===== src/inc/ffs_pkg.sv =====
// Purpose: Constants and types for the flyback fault supervisor
// Assumes: 40 MHz core clock
// Notes:   Times kept in their own unit, cycle counts derived here
package ffs_pkg;
	localparam int CLK_HZ = 40000000;
	localparam int OVLD_TIME_MS = 160;
	localparam longint OVLD_CYC_L = longint'(OVLD_TIME_MS) * CLK_HZ / 1000;
	localparam int BLANK_TIME_NS = 125;
	localparam int BLANK_CYC_RAW = (BLANK_TIME_NS * 40 + 999) / 1000;
	localparam int BLANK_CYC = (BLANK_CYC_RAW < 1) ? 1 : BLANK_CYC_RAW;
	localparam int MAX_ON_US = 32;
	localparam int MAX_ON_CYC = MAX_ON_US * 40;
	localparam int AUTOREC_TIME_MS = 1200;
	localparam longint AUTOREC_CYC_L = longint'(AUTOREC_TIME_MS) * CLK_HZ / 1000;
	localparam int ABNORMAL_OVERCURRENT_PROTECT_LIMIT = 4;
	localparam logic [2:0] ABNORMAL_OVERCURRENT_PROTECT_RST = 3'h0;
	localparam logic [31:0] OVLD_RST = 32'h0;
	localparam logic [11:0] ON_RST = 12'h0;

	typedef enum logic [2:0]
	{
		FFS_OFF     = 3'b000,
		FFS_RUN     = 3'b001,
		FFS_LATCH   = 3'b010,
		FFS_THERMAL = 3'b011,
		FFS_AUTOREC = 3'b100,
		FFS_WAITON  = 3'b101
	} ffs_state_t;

	// Comparator flags and variant strap, grouped so they synchronise as one vector
	typedef struct packed
	{
		logic overload;
		logic abnormal_overcurrent_protect_trip;
		logic demag_armed;
		logic demag_detect;
		logic supply_ovp;
		logic thermal_trip;
		logic supply_on;
		logic supply_reset;
		logic line_removal;
		logic x2_discharge;
		logic pulse_request;
		logic latch_variant;
	} ffs_flags_t;
endpackage


===== src/verilog/ffs_supervisor.sv =====
// Purpose: Fault supervision and gate drive gating for a flyback controller
// Assumes: Comparator flags are asynchronous levels; one 40 MHz clock
// Notes:   Variant select is a static strap, synchronised like the flags
`timescale 1ns/1ps

module ffs_supervisor
	import ffs_pkg::*;
#(
	parameter longint OVLD_CYC = OVLD_CYC_L,
	parameter longint AUTOREC_CYC = AUTOREC_CYC_L
)
(
	input  wire logic CLK_IN,
	input  wire logic ARST_N_IN,
	input  wire logic OVERLOAD_IN,
	input  wire logic ABNORMAL_OVERCURRENT_PROTECT_TRIP_IN,
	input  wire logic DEMAG_ARMED_IN,
	input  wire logic DEMAG_DETECT_IN,
	input  wire logic SUPPLY_OVP_IN,
	input  wire logic THERMAL_TRIP_IN,
	input  wire logic SUPPLY_ON_IN,
	input  wire logic SUPPLY_RESET_IN,
	input  wire logic LINE_REMOVAL_IN,
	input  wire logic X2_DISCHARGE_IN,
	input  wire logic PULSE_REQUEST_IN,
	input  wire logic VALLEY_TIMEOUT_IN,
	input  wire logic PULSE_END_IN,
	input  wire logic LATCH_VARIANT_IN,
	output logic      GATE_DRIVE_PULSE_OUT,
	output logic      TIMEOUT_ENABLE_OUT,
	output logic      LATCHED_OUT,
	output logic      THERMAL_FAULT_OUT,
	output logic      AUTOREC_OUT
);

	ffs_flags_t  raw;
	ffs_flags_t  sync1;
	ffs_flags_t  flg;
	ffs_state_t  state;
	ffs_state_t  next_state;
	logic [31:0] ovld_cnt;
	logic [31:0] next_ovld_cnt;
	logic [2:0]  abnormal_overcurrent_protect_cnt;
	logic [2:0]  next_abnormal_overcurrent_protect_cnt;
	logic [11:0] on_cnt;
	logic [11:0] next_on_cnt;
	logic [31:0] ar_cnt;
	logic [31:0] next_ar_cnt;
	logic        trip_seen;
	logic        next_trip_seen;
	logic        drive;
	logic        next_drive;
	logic        thermal_pend;
	logic        next_thermal_pend;
	logic        supply_on_q;
	logic        timeout_q;
	logic        pulse_end_q;
	logic        timeout_en;
	logic        abnormal_overcurrent_protect_valid;
	logic        ovld_full;
	logic        start_ok;
	logic        end_pulse;

	// Valley timeout and pulse end come from local digital logic
	always_comb
	begin
		raw = '{OVERLOAD_IN, ABNORMAL_OVERCURRENT_PROTECT_TRIP_IN, DEMAG_ARMED_IN, DEMAG_DETECT_IN,
			SUPPLY_OVP_IN, THERMAL_TRIP_IN, SUPPLY_ON_IN, SUPPLY_RESET_IN,
			LINE_REMOVAL_IN, X2_DISCHARGE_IN, PULSE_REQUEST_IN, LATCH_VARIANT_IN};
	end

	always_ff @(posedge CLK_IN or negedge ARST_N_IN)
	begin
		if (!ARST_N_IN)
		begin
			sync1 <= '0;
			flg   <= '0;
		end
		else
		begin
			sync1 <= raw;
			flg   <= sync1;
		end
	end

	always_comb
	begin
		timeout_en = !flg.demag_armed;
		abnormal_overcurrent_protect_valid = drive && (on_cnt >= 12'(BLANK_CYC)) && flg.abnormal_overcurrent_protect_trip;
		ovld_full  = (ovld_cnt >= 32'(OVLD_CYC));
		// Supply on is edge qualified so a held level cannot re-arm restart
		start_ok   = flg.supply_on && !supply_on_q && !flg.supply_ovp
			&& !flg.thermal_trip && !flg.overload && !flg.supply_reset;
		end_pulse  = pulse_end_q || (on_cnt >= 12'(MAX_ON_CYC - 1));
	end

	always_comb
	begin
		next_state        = state;
		next_ovld_cnt     = ovld_cnt;
		next_abnormal_overcurrent_protect_cnt     = abnormal_overcurrent_protect_cnt;
		next_on_cnt       = on_cnt;
		next_ar_cnt       = ar_cnt;
		next_trip_seen    = trip_seen;
		next_drive        = 1'b0;
		next_thermal_pend = thermal_pend;

		if (flg.supply_reset)
			next_ovld_cnt = OVLD_RST;
		else if (flg.overload && !ovld_full)
			next_ovld_cnt = ovld_cnt + 32'h1;
		else if (!flg.overload && ovld_cnt != 32'h0)
			next_ovld_cnt = ovld_cnt - 32'h1;

		if (drive)
		begin
			next_on_cnt = on_cnt + 12'h1;
			if (abnormal_overcurrent_protect_valid)
				next_trip_seen = 1'b1;
		end

		case (state)
			FFS_OFF:
			begin
				if (start_ok)
					next_state = FFS_RUN;
			end
			FFS_RUN:
			begin
				if (drive)
					next_drive = !end_pulse && !abnormal_overcurrent_protect_valid;
				if (drive && (end_pulse || abnormal_overcurrent_protect_valid))
				begin
					next_on_cnt    = ON_RST;
					next_trip_seen = 1'b0;
					if (trip_seen || abnormal_overcurrent_protect_valid)
						next_abnormal_overcurrent_protect_cnt = abnormal_overcurrent_protect_cnt + 3'h1;
					else
						next_abnormal_overcurrent_protect_cnt = ABNORMAL_OVERCURRENT_PROTECT_RST;
				end
				else if (!drive && flg.pulse_request)
				begin
					// Armed demag blocks the timeout path entirely
					if (flg.demag_armed)
						next_drive = flg.demag_detect;
					else
						next_drive = flg.demag_detect || timeout_q;
					next_on_cnt = ON_RST;
				end
				if (flg.supply_ovp)
				begin
					next_drive = 1'b0;
					next_state = FFS_LATCH;
				end
				else if (next_abnormal_overcurrent_protect_cnt >= 3'(ABNORMAL_OVERCURRENT_PROTECT_LIMIT))
				begin
					next_drive = 1'b0;
					next_state = FFS_LATCH;
				end
				else if (flg.thermal_trip)
				begin
					next_drive        = 1'b0;
					next_thermal_pend = 1'b1;
					next_state        = FFS_THERMAL;
				end
				else if (ovld_full)
				begin
					next_drive  = 1'b0;
					next_ar_cnt = 32'h0;
					next_state  = flg.latch_variant ? FFS_LATCH : FFS_AUTOREC;
				end
				else if (flg.supply_reset)
				begin
					next_drive = 1'b0;
					next_state = FFS_OFF;
				end
			end
			FFS_LATCH:
			begin
				if (flg.supply_reset || flg.x2_discharge)
				begin
					next_abnormal_overcurrent_protect_cnt = ABNORMAL_OVERCURRENT_PROTECT_RST;
					next_state    = FFS_OFF;
				end
			end
			FFS_THERMAL:
			begin
				if (flg.supply_reset || flg.line_removal)
				begin
					next_thermal_pend = 1'b0;
					next_state        = FFS_OFF;
				end
				else if (!flg.thermal_trip)
				begin
					// Flag deasserts only after the hysteresis band is crossed
					next_thermal_pend = 1'b0;
					next_state        = FFS_WAITON;
				end
			end
			FFS_AUTOREC:
			begin
				if (ar_cnt >= 32'(AUTOREC_CYC - 1))
					next_state = FFS_WAITON;
				else
					next_ar_cnt = ar_cnt + 32'h1;
			end
			FFS_WAITON:
			begin
				if (start_ok)
					next_state = FFS_RUN;
			end
			default:
			begin
				next_state = FFS_OFF;
			end
		endcase
	end

	always_ff @(posedge CLK_IN or negedge ARST_N_IN)
	begin
		if (!ARST_N_IN)
		begin
			state        <= FFS_OFF;
			ovld_cnt     <= OVLD_RST;
			abnormal_overcurrent_protect_cnt     <= ABNORMAL_OVERCURRENT_PROTECT_RST;
			on_cnt       <= ON_RST;
			ar_cnt       <= 32'h0;
			trip_seen    <= 1'b0;
			drive        <= 1'b0;
			thermal_pend <= 1'b0;
			supply_on_q  <= 1'b0;
			timeout_q    <= 1'b0;
			pulse_end_q  <= 1'b0;
		end
		else
		begin
			state        <= next_state;
			ovld_cnt     <= next_ovld_cnt;
			abnormal_overcurrent_protect_cnt     <= next_abnormal_overcurrent_protect_cnt;
			on_cnt       <= next_on_cnt;
			ar_cnt       <= next_ar_cnt;
			trip_seen    <= next_trip_seen;
			drive        <= next_drive;
			thermal_pend <= next_thermal_pend;
			supply_on_q  <= flg.supply_on;
			timeout_q    <= VALLEY_TIMEOUT_IN && timeout_en;
			pulse_end_q  <= PULSE_END_IN;
		end
	end

	always_ff @(posedge CLK_IN or negedge ARST_N_IN)
	begin
		if (!ARST_N_IN)
		begin
			GATE_DRIVE_PULSE_OUT <= 1'b0;
			TIMEOUT_ENABLE_OUT   <= 1'b0;
			LATCHED_OUT          <= 1'b0;
			THERMAL_FAULT_OUT    <= 1'b0;
			AUTOREC_OUT          <= 1'b0;
		end
		else
		begin
			GATE_DRIVE_PULSE_OUT <= next_drive;
			TIMEOUT_ENABLE_OUT   <= timeout_en;
			LATCHED_OUT          <= (next_state == FFS_LATCH);
			THERMAL_FAULT_OUT    <= next_thermal_pend;
			AUTOREC_OUT          <= (next_state == FFS_AUTOREC);
		end
	end

endmodule // ffs_supervisor


===== config.mk =====
export PLATFORM = sky130hd
export DESIGN_NAME = ffs_supervisor
export DESIGN_NICKNAME = d
export VERILOG_FILES = /design/src/inc/ffs_pkg.sv /design/src/verilog/ffs_supervisor.sv
export SDC_FILE = /design/constraint.sdc
export NUM_CORES = 1
export LEC_CHECK = 0
export BUFFER_PORTS_ARGS = -buffer_cell sky130_fd_sc_hd__buf_2
export CAP_MARGIN = 10
export CORE_UTILIZATION = 50
export CTS_CLUSTER_DIAMETER = 30
export DETAILED_ROUTE_END_ITERATION = 16
export GPL_TIMING_DRIVEN = 0
export PLACE_DENSITY_LB_ADDON = 0.15
export SLEW_MARGIN = 20
export SYNTH_ARGS = -nofsm -noshare
export SYNTH_HDL_FRONTEND = slang
export SYNTH_SLANG_ARGS = --single-unit

===== constraint.sdc =====
create_clock -name CLK_IN -period 6 [get_ports CLK_IN]
set_input_delay 0.3 -clock CLK_IN [delete_from_list [all_inputs] [get_ports CLK_IN]]
set_output_delay 0.3 -clock CLK_IN [all_outputs]
set_load 0.01 [all_outputs]

[After elaboration in Yosys (flattened, before gate mapping)]
Cells that the tools add are included.
Cells by class
  $lt $le $gt $ge: 5
  eq/ne operators: 15
  reduce and logical (&&, ||, !) cells: 39
  mux-type cells: 50
  add/sub/neg operators: 5
Operator list (number)
  2-to-1 mux 32 bit: 8
  adder 32 x 1 -> 32 bit (second input constant): 2
  case mux 32 bit (2 select lines): 1
  2-to-1 mux 12 bit: 4
  2-to-1 mux 3 bit: 15
  >= comparator 32 x 23 -> 1 bit (second input constant): 1
  >= comparator 32 x 26 -> 1 bit (second input constant): 1
  nonzero test 32 bit: 1
  subtractor 32 x 1 -> 32 bit (second input constant): 1
  2-to-1 mux 1 bit: 19
  case mux 3 bit (5 select lines): 1
  inequality test 2 bit (second input constant): 7
  logical AND 1 bit: 13
  adder 12 x 1 -> 12 bit (second input constant): 1
  >= comparator 12 x 11 -> 1 bit (second input constant): 1
  >= comparator 12 x 3 -> 1 bit (second input constant): 1
  zero test 1 bit: 10
  == test 3 x 2 -> 1 bit (second input constant): 3
  == test 3 bit (second input constant): 3
  logical OR 1 bit: 6
  case mux 3 bit (2 select lines): 1
  AND reduction 6 bit: 1
  nonzero test 2 bit: 3
  AND reduction 5 bit: 1
  other kinds (9): 9
Word-level totals
  word-level logic and storage cells: 152
  input bits: 16
  output and inout bits: 5
  bits in registers: 115

[Depth between registers and ports, before layout]
Gate-level depths: netlist of the first run.
  word-level depth: 14
  depth in mapped cells: 15
  mapped depth without buffers: 14

[Worst setup path after synthesis of the first run]
Ideal clock, no wire load.
  path kind: register to register
  start point: reg ovld_cnt[12]
  end point: reg ovld_cnt[30]
  data arrival time: 4.056 ns
  slack: 1.823 ns
  required time: 5.879 ns
  path buffers: 1
  library setup time: 0.121 ns
  cell stages (with the launch flop): 15
  clock period less this slack: 4.177 ns
  cell sequence: dfrtp_1 o21a_1 o211ai_1 nand2_1 a31oi_1 nand2_1 ha_1 buf_2 nand4_2 or4_1 o22ai_1 a2111oi_2 o31ai_1 xor2_1 a22o_1
Between the ends
  cells in the longest elaborated chain, start to end: 5
  elaborated cells between the ends (all ways): 11
  those cells by class: add/sub: 2; order compare: 1; mux: 3; reduce/logical: 5
RTL lines
  start, declared: RTL line ffs_supervisor.sv:41  | logic [31:0] ovld_cnt;
  start signal, assigned: RTL line ffs_supervisor.sv:238  | ovld_cnt <= next_ovld_cnt;
  >= comparator 32 x 23 -> 1 bit: RTL line ffs_supervisor.sv:90  | ovld_full = (ovld_cnt >= 32'(OVLD_CYC));
  zero test 1 bit: RTL line ffs_supervisor.sv:110  | else if (flg.overload && !ovld_full)
  logical AND 1 bit: RTL line ffs_supervisor.sv:110
  2-to-1 mux 32 bit: RTL line ffs_supervisor.sv:110
  2-to-1 mux 32 bit: RTL line ffs_supervisor.sv:108  | if (flg.supply_reset)
Several ways; a longest one is shown, not always the timed one. The select of a mux whose other input is x is not followed.
A chain may end at the register's enable or synchronous reset.

[Worst setup path after layout of the first run]
  start point: reg ovld_cnt[20]
  end point: reg ovld_cnt[31]
Same word-level chain as after synthesis.

==> impl_metrics.env, run 1 <==
export IMPL_clock_fmax_mhz=203
export IMPL_num_fill_cells=1114
export IMPL_cp_start_kind="flip-flop"
export IMPL_place_congestion=0.898
export IMPL_fin_nets=792
export IMPL_io_pins=21
export IMPL_period_needed_ns=4.92
export IMPL_synth_area_leaders="dfrtp_1 (44%), ha_1 (8.1%), xor2_1 (4.6%)"
export IMPL_worstPathRequired_ns=6.30
export IMPL_die_w_um=116
export IMPL_synth_edf_count=0
export IMPL_p_per_area_nw_per_um2=523
export IMPL_r2r_slack_ns=1.08
export IMPL_synth_main_ff_cell="dfrtp_1"
export IMPL_fin_setup_tns_ns=0
export IMPL_ctsHoldBuffers=13
export IMPL_cap_violations=0
export IMPL_peakVddDrop_mv=0.260
export IMPL_drc=0
export IMPL_diodes=0
export IMPL_worst_pin_slew_ns=0.748
export IMPL_core_area_um2=12700
export IMPL_hold_violations=0
export IMPL_dp_slack_ns=1.19
export IMPL_yosysTopAreaCell="dfrtp_1"
export IMPL_vias=5252
export IMPL_multi_input_area_um2=3500
export IMPL_drt_total_wl_um=14600
export IMPL_cp_end_kind="flip-flop"
export IMPL_wl_per_cell_um=15.9
export IMPL_drive_gt1_share_pct=11.0
export IMPL_grt_max_degree=81
export IMPL_relSlewSlack_pct=49.7
export IMPL_cp_arrival_ns=5.21
export IMPL_yosysSeqAreaShare_pct=44.1
export IMPL_track_usage_pct=23.4
export IMPL_seqCellArea_um2=2880
export IMPL_total_leakage_power_nw=3.53
export IMPL_post_cts_buffers=0
export IMPL_ys_types=62
export IMPL_firstDrtPassIters=5
export IMPL_synth_cells=678
export IMPL_cp_max_fo=26
export IMPL_crit_path_max_incr_delay_ns=0.68
export IMPL_synth_top_cell_area_share_pct=44.1
export IMPL_final_setup_viol_count=0
export IMPL_io_buffers=20
export IMPL_hold_class="in -> reg"
export IMPL_crit_chain="nor4_1 -> nand2_1 -> a31oi_1 -> nand2_2 -> buf_16 -> ha_1 -> and3_1 -> o211ai_1 -> a31oi_1 -> nor4_1 -> o41ai_4 -> a41oi_2 -> mux2i_1 -> a22o_1"
export IMPL_dieArea_um2=13500
export IMPL_ys_ff_latch=115
export IMPL_setup_slack_ns=1.08
export IMPL_clkTransAtPathRegs_ns=0.05
export IMPL_die_y_um=116
export IMPL_vias_per_cell=5.72
export IMPL_rsz0062_at_grt="no"
export IMPL_htree_levels=4
export IMPL_path_class="reg -> reg"
export IMPL_overflow=0
export IMPL_antenna_found_initial=0
export IMPL_drt_iter0_markers=428
export IMPL_clkSinkCount=115
export IMPL_tritoncts="done"
export IMPL_slowest_stage="nor4_1"
export IMPL_synthToLayoutAreaGrowth_pct=18.1
export IMPL_ys_async_sr_fraction_pct=100
export IMPL_synth_fp_nets=737
export IMPL_root_buffer="clkbuf_16"
export IMPL_finalCritPeriodShare_pct=81.9
export IMPL_clock_skew_ns=0.0170
export IMPL_slew_viol_final=0
export IMPL_grt_pass1_wl_um=24300
export IMPL_start_util_pct=51.5
export IMPL_netlist_area_um2=6530
export IMPL_row_count=41
export IMPL_insertion_delay_ns=0.42
export IMPL_yosysWarnings=0
export IMPL_status="finished clean"
export IMPL_grt_pass1_vias=5085
export IMPL_final_antenna_net_count=0
export IMPL_clockBufferDepth=2
export IMPL_ctsResizeCount=0
export IMPL_dpl_hpwl_um=10100
export IMPL_syn_avg_cell_area_um2=9.63
export IMPL_cts_buffers=17
## cells by family (layout without fill, tap and decap cells)
| logic type | after synthesis | after routing | synth area share, % |
|---|---|---|---|
| simple gates | 239 | 239 | 18.0 |
| compound gates | 186 | 186 | 19.7 |
| flops | 115 | 115 | 44.1 |
| xor+xnor | 52 | 52 | 6.98 |
| fa+ha+maj | 43 | 43 | 8.36 |
| buf+inv | 40 | 108 | 2.45 |
| mux | 3 | 3 | 0.479 |
## worst max-delay path: cells and delay by family, from the launching register on
family / cells / cell delay (ns)
and+or+nand+nor: 5 / 1.57
DFF: 1 / 0.40
muxes: 1 / 0.17
buffers and inverters: 1 / 0.30
AOI/OAI and AO/OA: 6 / 1.95
adders and majority gates: 1 / 0.39
## routing by layer
layer  up-vias  wire length, µm  share of wire (%)  global-route usage [%]
met1      2552             7100                 49                    31.6
met3        21              519                3.6                    6.07
met4         0              207                1.4                    7.86
li1       2571                -                  -                       -
met2       108             6770                 46                    36.4
met5         -                0                  0                       0
## synth_stat cells (8+ instances only)
library cell / number
o21ai_1: 13
ha_1: 42
nand4_1: 16
o31ai_1: 21
dfrtp_1: 115
nor3_1: 13
and3_1: 9
a31oi_1: 14
xor2_1: 34
clkbuf_1: 12
nor2_1: 68
nor2b_1: 10
buf_2: 8
a21oi_1: 41
nand2_1: 63
inv_1: 20
xnor2_1: 18
a21o_1: 15
a22o_1: 17
o21a_1: 8
o21ai_0: 24
nand3_1: 21
nor4_1: 12
## sequential cells by signal (all words and copies together), names as in the netlist
name / count
timeout_q: 1
state: 3
supply_on_q: 1
AUTOREC_OUT: 1
LATCHED_OUT: 1
flg: 12
GATE_DRIVE_PULSE_OUT: 1
THERMAL_FAULT_OUT: 1
ovld_cnt: 32
pulse_end_q: 1
abnormal_overcurrent_protect_cnt: 3
trip_seen: 1
sync1: 12
on_cnt: 12
TIMEOUT_ENABLE_OUT: 1
ar_cnt: 32
## layout by cell type (no fill, tap or decap), types with 4 or more instances in the layout
master and n:
a21o_1 15, a21oi_1 41, a22o_1 17, a31oi_1 14, and2_1 5, and3_1 9
buf_2 27, bufinv_16 5, clkbuf_1 12, clkbuf_16 17, dfrtp_1 115, dlygate4sd3_1 14
ha_1 42, inv_1 20, nand2_1 62, nand2b_1 4, nand3_1 21, nand4_1 16
nor2_1 68, nor2b_1 10, nor3_1 13, nor4_1 11, o21a_1 8, o21ai_0 24
o21ai_1 13, o21bai_1 6, o31ai_1 21, or3_1 4, xnor2_1 18, xor2_1 34
## per-stage QoR
step / total power, W / std cells / util [%] / instance area (µm²) / hold WS [ns]
finish: 0.00403 / 918 / 60.8 / 7710 / 0.135
global route: 0.00432 / 918 / 60.8 / 7710 / 0.123
CTS: 0.00404 / 917 / 60.7 / 7690 / 0.00133
detailed placement: 0.00289 / 872 / 54.5 / 6910 / 0.224
global placement: 0.00284 / 870 / 54.0 / 6840 / 0.333
floorplan: 0.00249 / 678 / - / 6530 / 0.00441
## layout make-up
class | count | share of cell area [%]
Multi-Input combinational cell | 523 | 45.4
Buffer | 20 | 1.10
Sequential cell | 115 | 37.3
Clock buffer | 19 | 5.87
Inverter | 20 | 0.974
Tap cell | 172 | 2.79
Timing Repair Buffer | 36 | 3.91
Clock inverter | 13 | 2.66
## final timing paths
path                                           from  depth (start not counted)                       end
max                        ovld_cnt[20]$_DFFE_PN0P_                         14  ovld_cnt[31]$_DFFE_PN0P_
min                               VALLEY_TIMEOUT_IN                          2       timeout_q$_DFF_PN0_
max reg2reg                ovld_cnt[20]$_DFFE_PN0P_                         14  ovld_cnt[31]$_DFFE_PN0P_
min reg2reg                      sync1[7]$_DFF_PN0_                          0          flg[7]$_DFF_PN0_
max in group asynchronous                 ARST_N_IN                          3     LATCHED_OUT$_DFF_PN0_
min in group asynchronous                 ARST_N_IN                          2  ovld_cnt[16]$_DFFE_PN0P_
## where the power goes
part,leakage (nW),switching [W],total [W],internal (W)
Clock,0.315,0.000359,0.00112,0.000757
Combinational,1.71,0.00108,0.00190,0.000819
Sequential,1.50,0.000120,0.00102,0.000897
(Power assumes the default switching activity.)
==> inputs of run 2 (changes only) <==
--- a/config.mk
+++ b/config.mk
@@ -5,6 +5,7 @@
 export SDC_FILE = /design/constraint.sdc
 export NUM_CORES = 1
 export LEC_CHECK = 0
+export ABC_AREA = 1
 export BUFFER_PORTS_ARGS = -buffer_cell sky130_fd_sc_hd__buf_2
 export CAP_MARGIN = 10
 export CORE_UTILIZATION = 50
==> constraint.sdc (replaced) <==
create_clock -name CLK_IN -period 4.3 [get_ports CLK_IN]
set_input_delay 0.215 -clock CLK_IN [delete_from_list [all_inputs] [get_ports CLK_IN]]
set_output_delay 0.215 -clock CLK_IN [all_outputs]
set_load 0.01 [all_outputs]
==> run 2 against run 1 <==
Sequential cell count unchanged. Non-clock buffer count decreased by 2. Routed wire length increased by 26%. Clock skew decreased by 0.0083 ns. Die area increased by 16%. Cell count increased by 42%.
==> impl_metrics.env, run 2 <==
export IMPL_status="finished clean"
export IMPL_yosysWarnings=0
export IMPL_reg2reg_to="ovld_cnt[30]$_DFFE_PN0P_"
export IMPL_clockBufferDepth=2
export IMPL_final_setup_viol_count=0
export IMPL_slew_viol_final=0
export IMPL_fin_nets=1162
export IMPL_grt_max_degree=59
export IMPL_cp_start_kind="flip-flop"
export IMPL_hold_path_cell_count=3
export IMPL_place_area_um2=7980
export IMPL_cts_buffers=17
export IMPL_drc=0
export IMPL_overflow=0
export IMPL_io_pins=21
export IMPL_synth_cells=1048
export IMPL_reg_largest_list="ar_cnt x32, ovld_cnt x32"
export IMPL_cp_max_fo=27
export IMPL_vias=6838
export IMPL_cap_violations=0
export IMPL_antenna_found_initial=0
export IMPL_finalCritPeriodShare_pct=88.8
export IMPL_slowest_stage="o21ai_0"
export IMPL_clock_fmax_mhz=262
export IMPL_worst_pin_slew_ns=0.679
export IMPL_p_per_area_nw_per_um2=696
export IMPL_drt_iter0_markers=400
export IMPL_track_usage_pct=25.1
export IMPL_critical_path_most_common_cell="nand2_1"
export IMPL_path_class="reg -> reg"
export IMPL_layout_common_cells="nand2_1 (281), nor2_1 (135), inv_1 (124)"
export IMPL_synth_top_cells_by_count="nand2_1 (281), nor2_1 (135), inv_1 (124)"
export IMPL_clock_skew_ns=0.00872
export IMPL_grt_pass1_wl_um=31400
export IMPL_die_w_um=125
export IMPL_period_needed_ns=3.82
export IMPL_hold_class="in -> reg"
export IMPL_die_y_um=125
export IMPL_root_buffer="clkbuf_16"
export IMPL_min_from="VALLEY_TIMEOUT_IN"
export IMPL_diodes=0
export IMPL_drt_total_wl_um=18400
export IMPL_yosysSeqAreaShare_pct=37.9
export IMPL_synth_area_leaders="dfrtp_1 (38%), nand2_1 (14%), ha_1 (6.9%)"
export IMPL_wl_per_cell_um=14.2
export IMPL_io_buffers=20
export IMPL_firstDrtPassIters=7
export IMPL_cp_arrival_ns=4.14
export IMPL_insertion_delay_ns=0.42
export IMPL_syn_avg_cell_area_um2=7.24
export IMPL_core_area_um2=14600
export IMPL_hold_end="timeout_q$_DFF_PN0_"
export IMPL_holdWs_ns=0.0181
export IMPL_reg2reg_from="ovld_cnt[28]$_DFFE_PN0P_"
export IMPL_clkTransAtPathRegs_ns=0.06
export IMPL_drive_gt1_share_pct=9.24
export IMPL_total_leakage_power_nw=4.45
export IMPL_dpl_hpwl_um=13400
export IMPL_reg2reg_depth=17
export IMPL_stdcell_area_um2=8790
export IMPL_final_common_cell="nand2_1"
export IMPL_crit_path_max_incr_delay_ns=0.57
export IMPL_final_antenna_net_count=0
export IMPL_peakVddDrop_mv=0.457
export IMPL_r2r_slack_ns=0.48
export IMPL_grt_pass1_vias=6592
export IMPL_start_util_pct=51.8
export IMPL_relSlewSlack_pct=54.3
export IMPL_ys_ff_latch=115
export IMPL_synth_most_common_cell="nand2_1"
export IMPL_place_congestion=0.967
export IMPL_hold_violations=0
export IMPL_yosysTopAreaCell="dfrtp_1"
export IMPL_htree_levels=4
export IMPL_synth_fp_nets=1107
export IMPL_ys_types=41
export IMPL_worstPathRequired_ns=4.62
export IMPL_critPathTopFamily="simple AND/OR/NAND/NOR gates"
export IMPL_rsz0062_at_grt="no"
export IMPL_synthToLayoutAreaGrowth_pct=15.9
export IMPL_cp_end_kind="flip-flop"
export IMPL_row_count=44
export IMPL_vias_per_cell=5.26
export IMPL_clkSinkCount=115
export IMPL_crit_chain="nor2_1 -> nand2_1 -> nor3_1 -> nand3_2 -> buf_16 -> ha_1 -> nand2_1 -> inv_1 -> nand2_1 -> nand2_1 -> a21oi_1 -> o21ai_0 -> nand3_1 -> nand2_1 -> nand2_1 -> nand3_1 -> nand2_1"
export IMPL_critPathBufInv=2
export IMPL_synth_top_cell_area_share_pct=37.9
export IMPL_tritoncts="done"
export IMPL_netlist_area_um2=7580
export IMPL_synth_main_ff_cell="dfrtp_1"
export IMPL_dieArea_um2=15700
export IMPL_synth_edf_count=0
export IMPL_ys_async_sr_fraction_pct=100
==> run 2: tightest hold or removal path: stages <==
cell	delay, ns
buf_2	0.10
inv_1	0.05
nor2_1	0.04
==> run 2: where the power goes <==
part           internal (W)  switching, W  leakage, nW
registers           0.00124      0.000145         1.50
logic               0.00107       0.00205         2.62
clock network       0.00110      0.000512        0.325
total               0.00341       0.00271         4.45
==> run 2: metrics by stage <==
step                      TNS (ns)  util, %  total power, W  worst slack, ns  instances
after detailed placement         0     54.5         0.00444            0.524       1254
after global routing             0     60.0         0.00662            0.205       1299
after floorplan                  0        -         0.00371            0.763       1048
after CTS                        0     60.0         0.00609            0.519       1299
after global placement       -8.65     54.0         0.00440           -0.593       1252
final                            0     60.0         0.00612            0.481       1299
==> run 2: how the worst max path moves through the flow <==
stage                                  start                  endpoint  slack (ns)  cells past startpoint
floorplan           ovld_cnt[20]$_DFFE_PN0P_  ovld_cnt[30]$_DFFE_PN0P_        0.76                     17
detailed placement  ovld_cnt[28]$_DFFE_PN0P_  ovld_cnt[30]$_DFFE_PN0P_        0.52                     17
finish              ovld_cnt[28]$_DFFE_PN0P_  ovld_cnt[30]$_DFFE_PN0P_        0.48                     17
global route        ovld_cnt[26]$_DFFE_PN0P_  ovld_cnt[30]$_DFFE_PN0P_        0.20                     17
global placement    ovld_cnt[31]$_DFFE_PN0P_  ovld_cnt[30]$_DFFE_PN0P_       -0.59                     16
CTS                 ovld_cnt[28]$_DFFE_PN0P_  ovld_cnt[30]$_DFFE_PN0P_        0.52                     17
==> run 2: cells by family (layout without fill, tap and decap cells) <==
logic type | Yosys count | after routing | share of synthesized area, %
AOI/OAI and AO/OA | 140 | 140 | 10.9
xor gates and xnor gates | 33 | 33 | 3.81
adders and majority gates | 43 | 43 | 7.19
buffers and inverters | 148 | 215 | 7.89
DFF | 115 | 115 | 37.9
and+or+nand+nor | 569 | 569 | 32.3
==> run 2: final cells by class <==
cell class / count / area (µm²)
tap: 184 / 230
clock inverter: 8 / 171
buffer: 18 / 110
fill: 1366 / 5850
multi-input combinational: 785 / 4110
clock buffer: 23 / 498
timing repair buffer: 36 / 302
sequential: 115 / 2880
inverter: 130 / 488
==> run 2: repair_timing <==
item                                   in CTS  in global routing
hold buffers                               14                  0
endpoints found under the hold margin      70                  0
buffers inserted                            0                  0
gates resized for setup                     0                  0
==> run 2: metal layers <==
layer  vias up  part of all wire (%)  GRT usage [%]
li1       3503                     -              -
met1      3169                    47           32.8
met3        17                   4.0           4.15
met2       149                    48           42.6
met5         -                     0              0
met4         0                   1.1           8.03
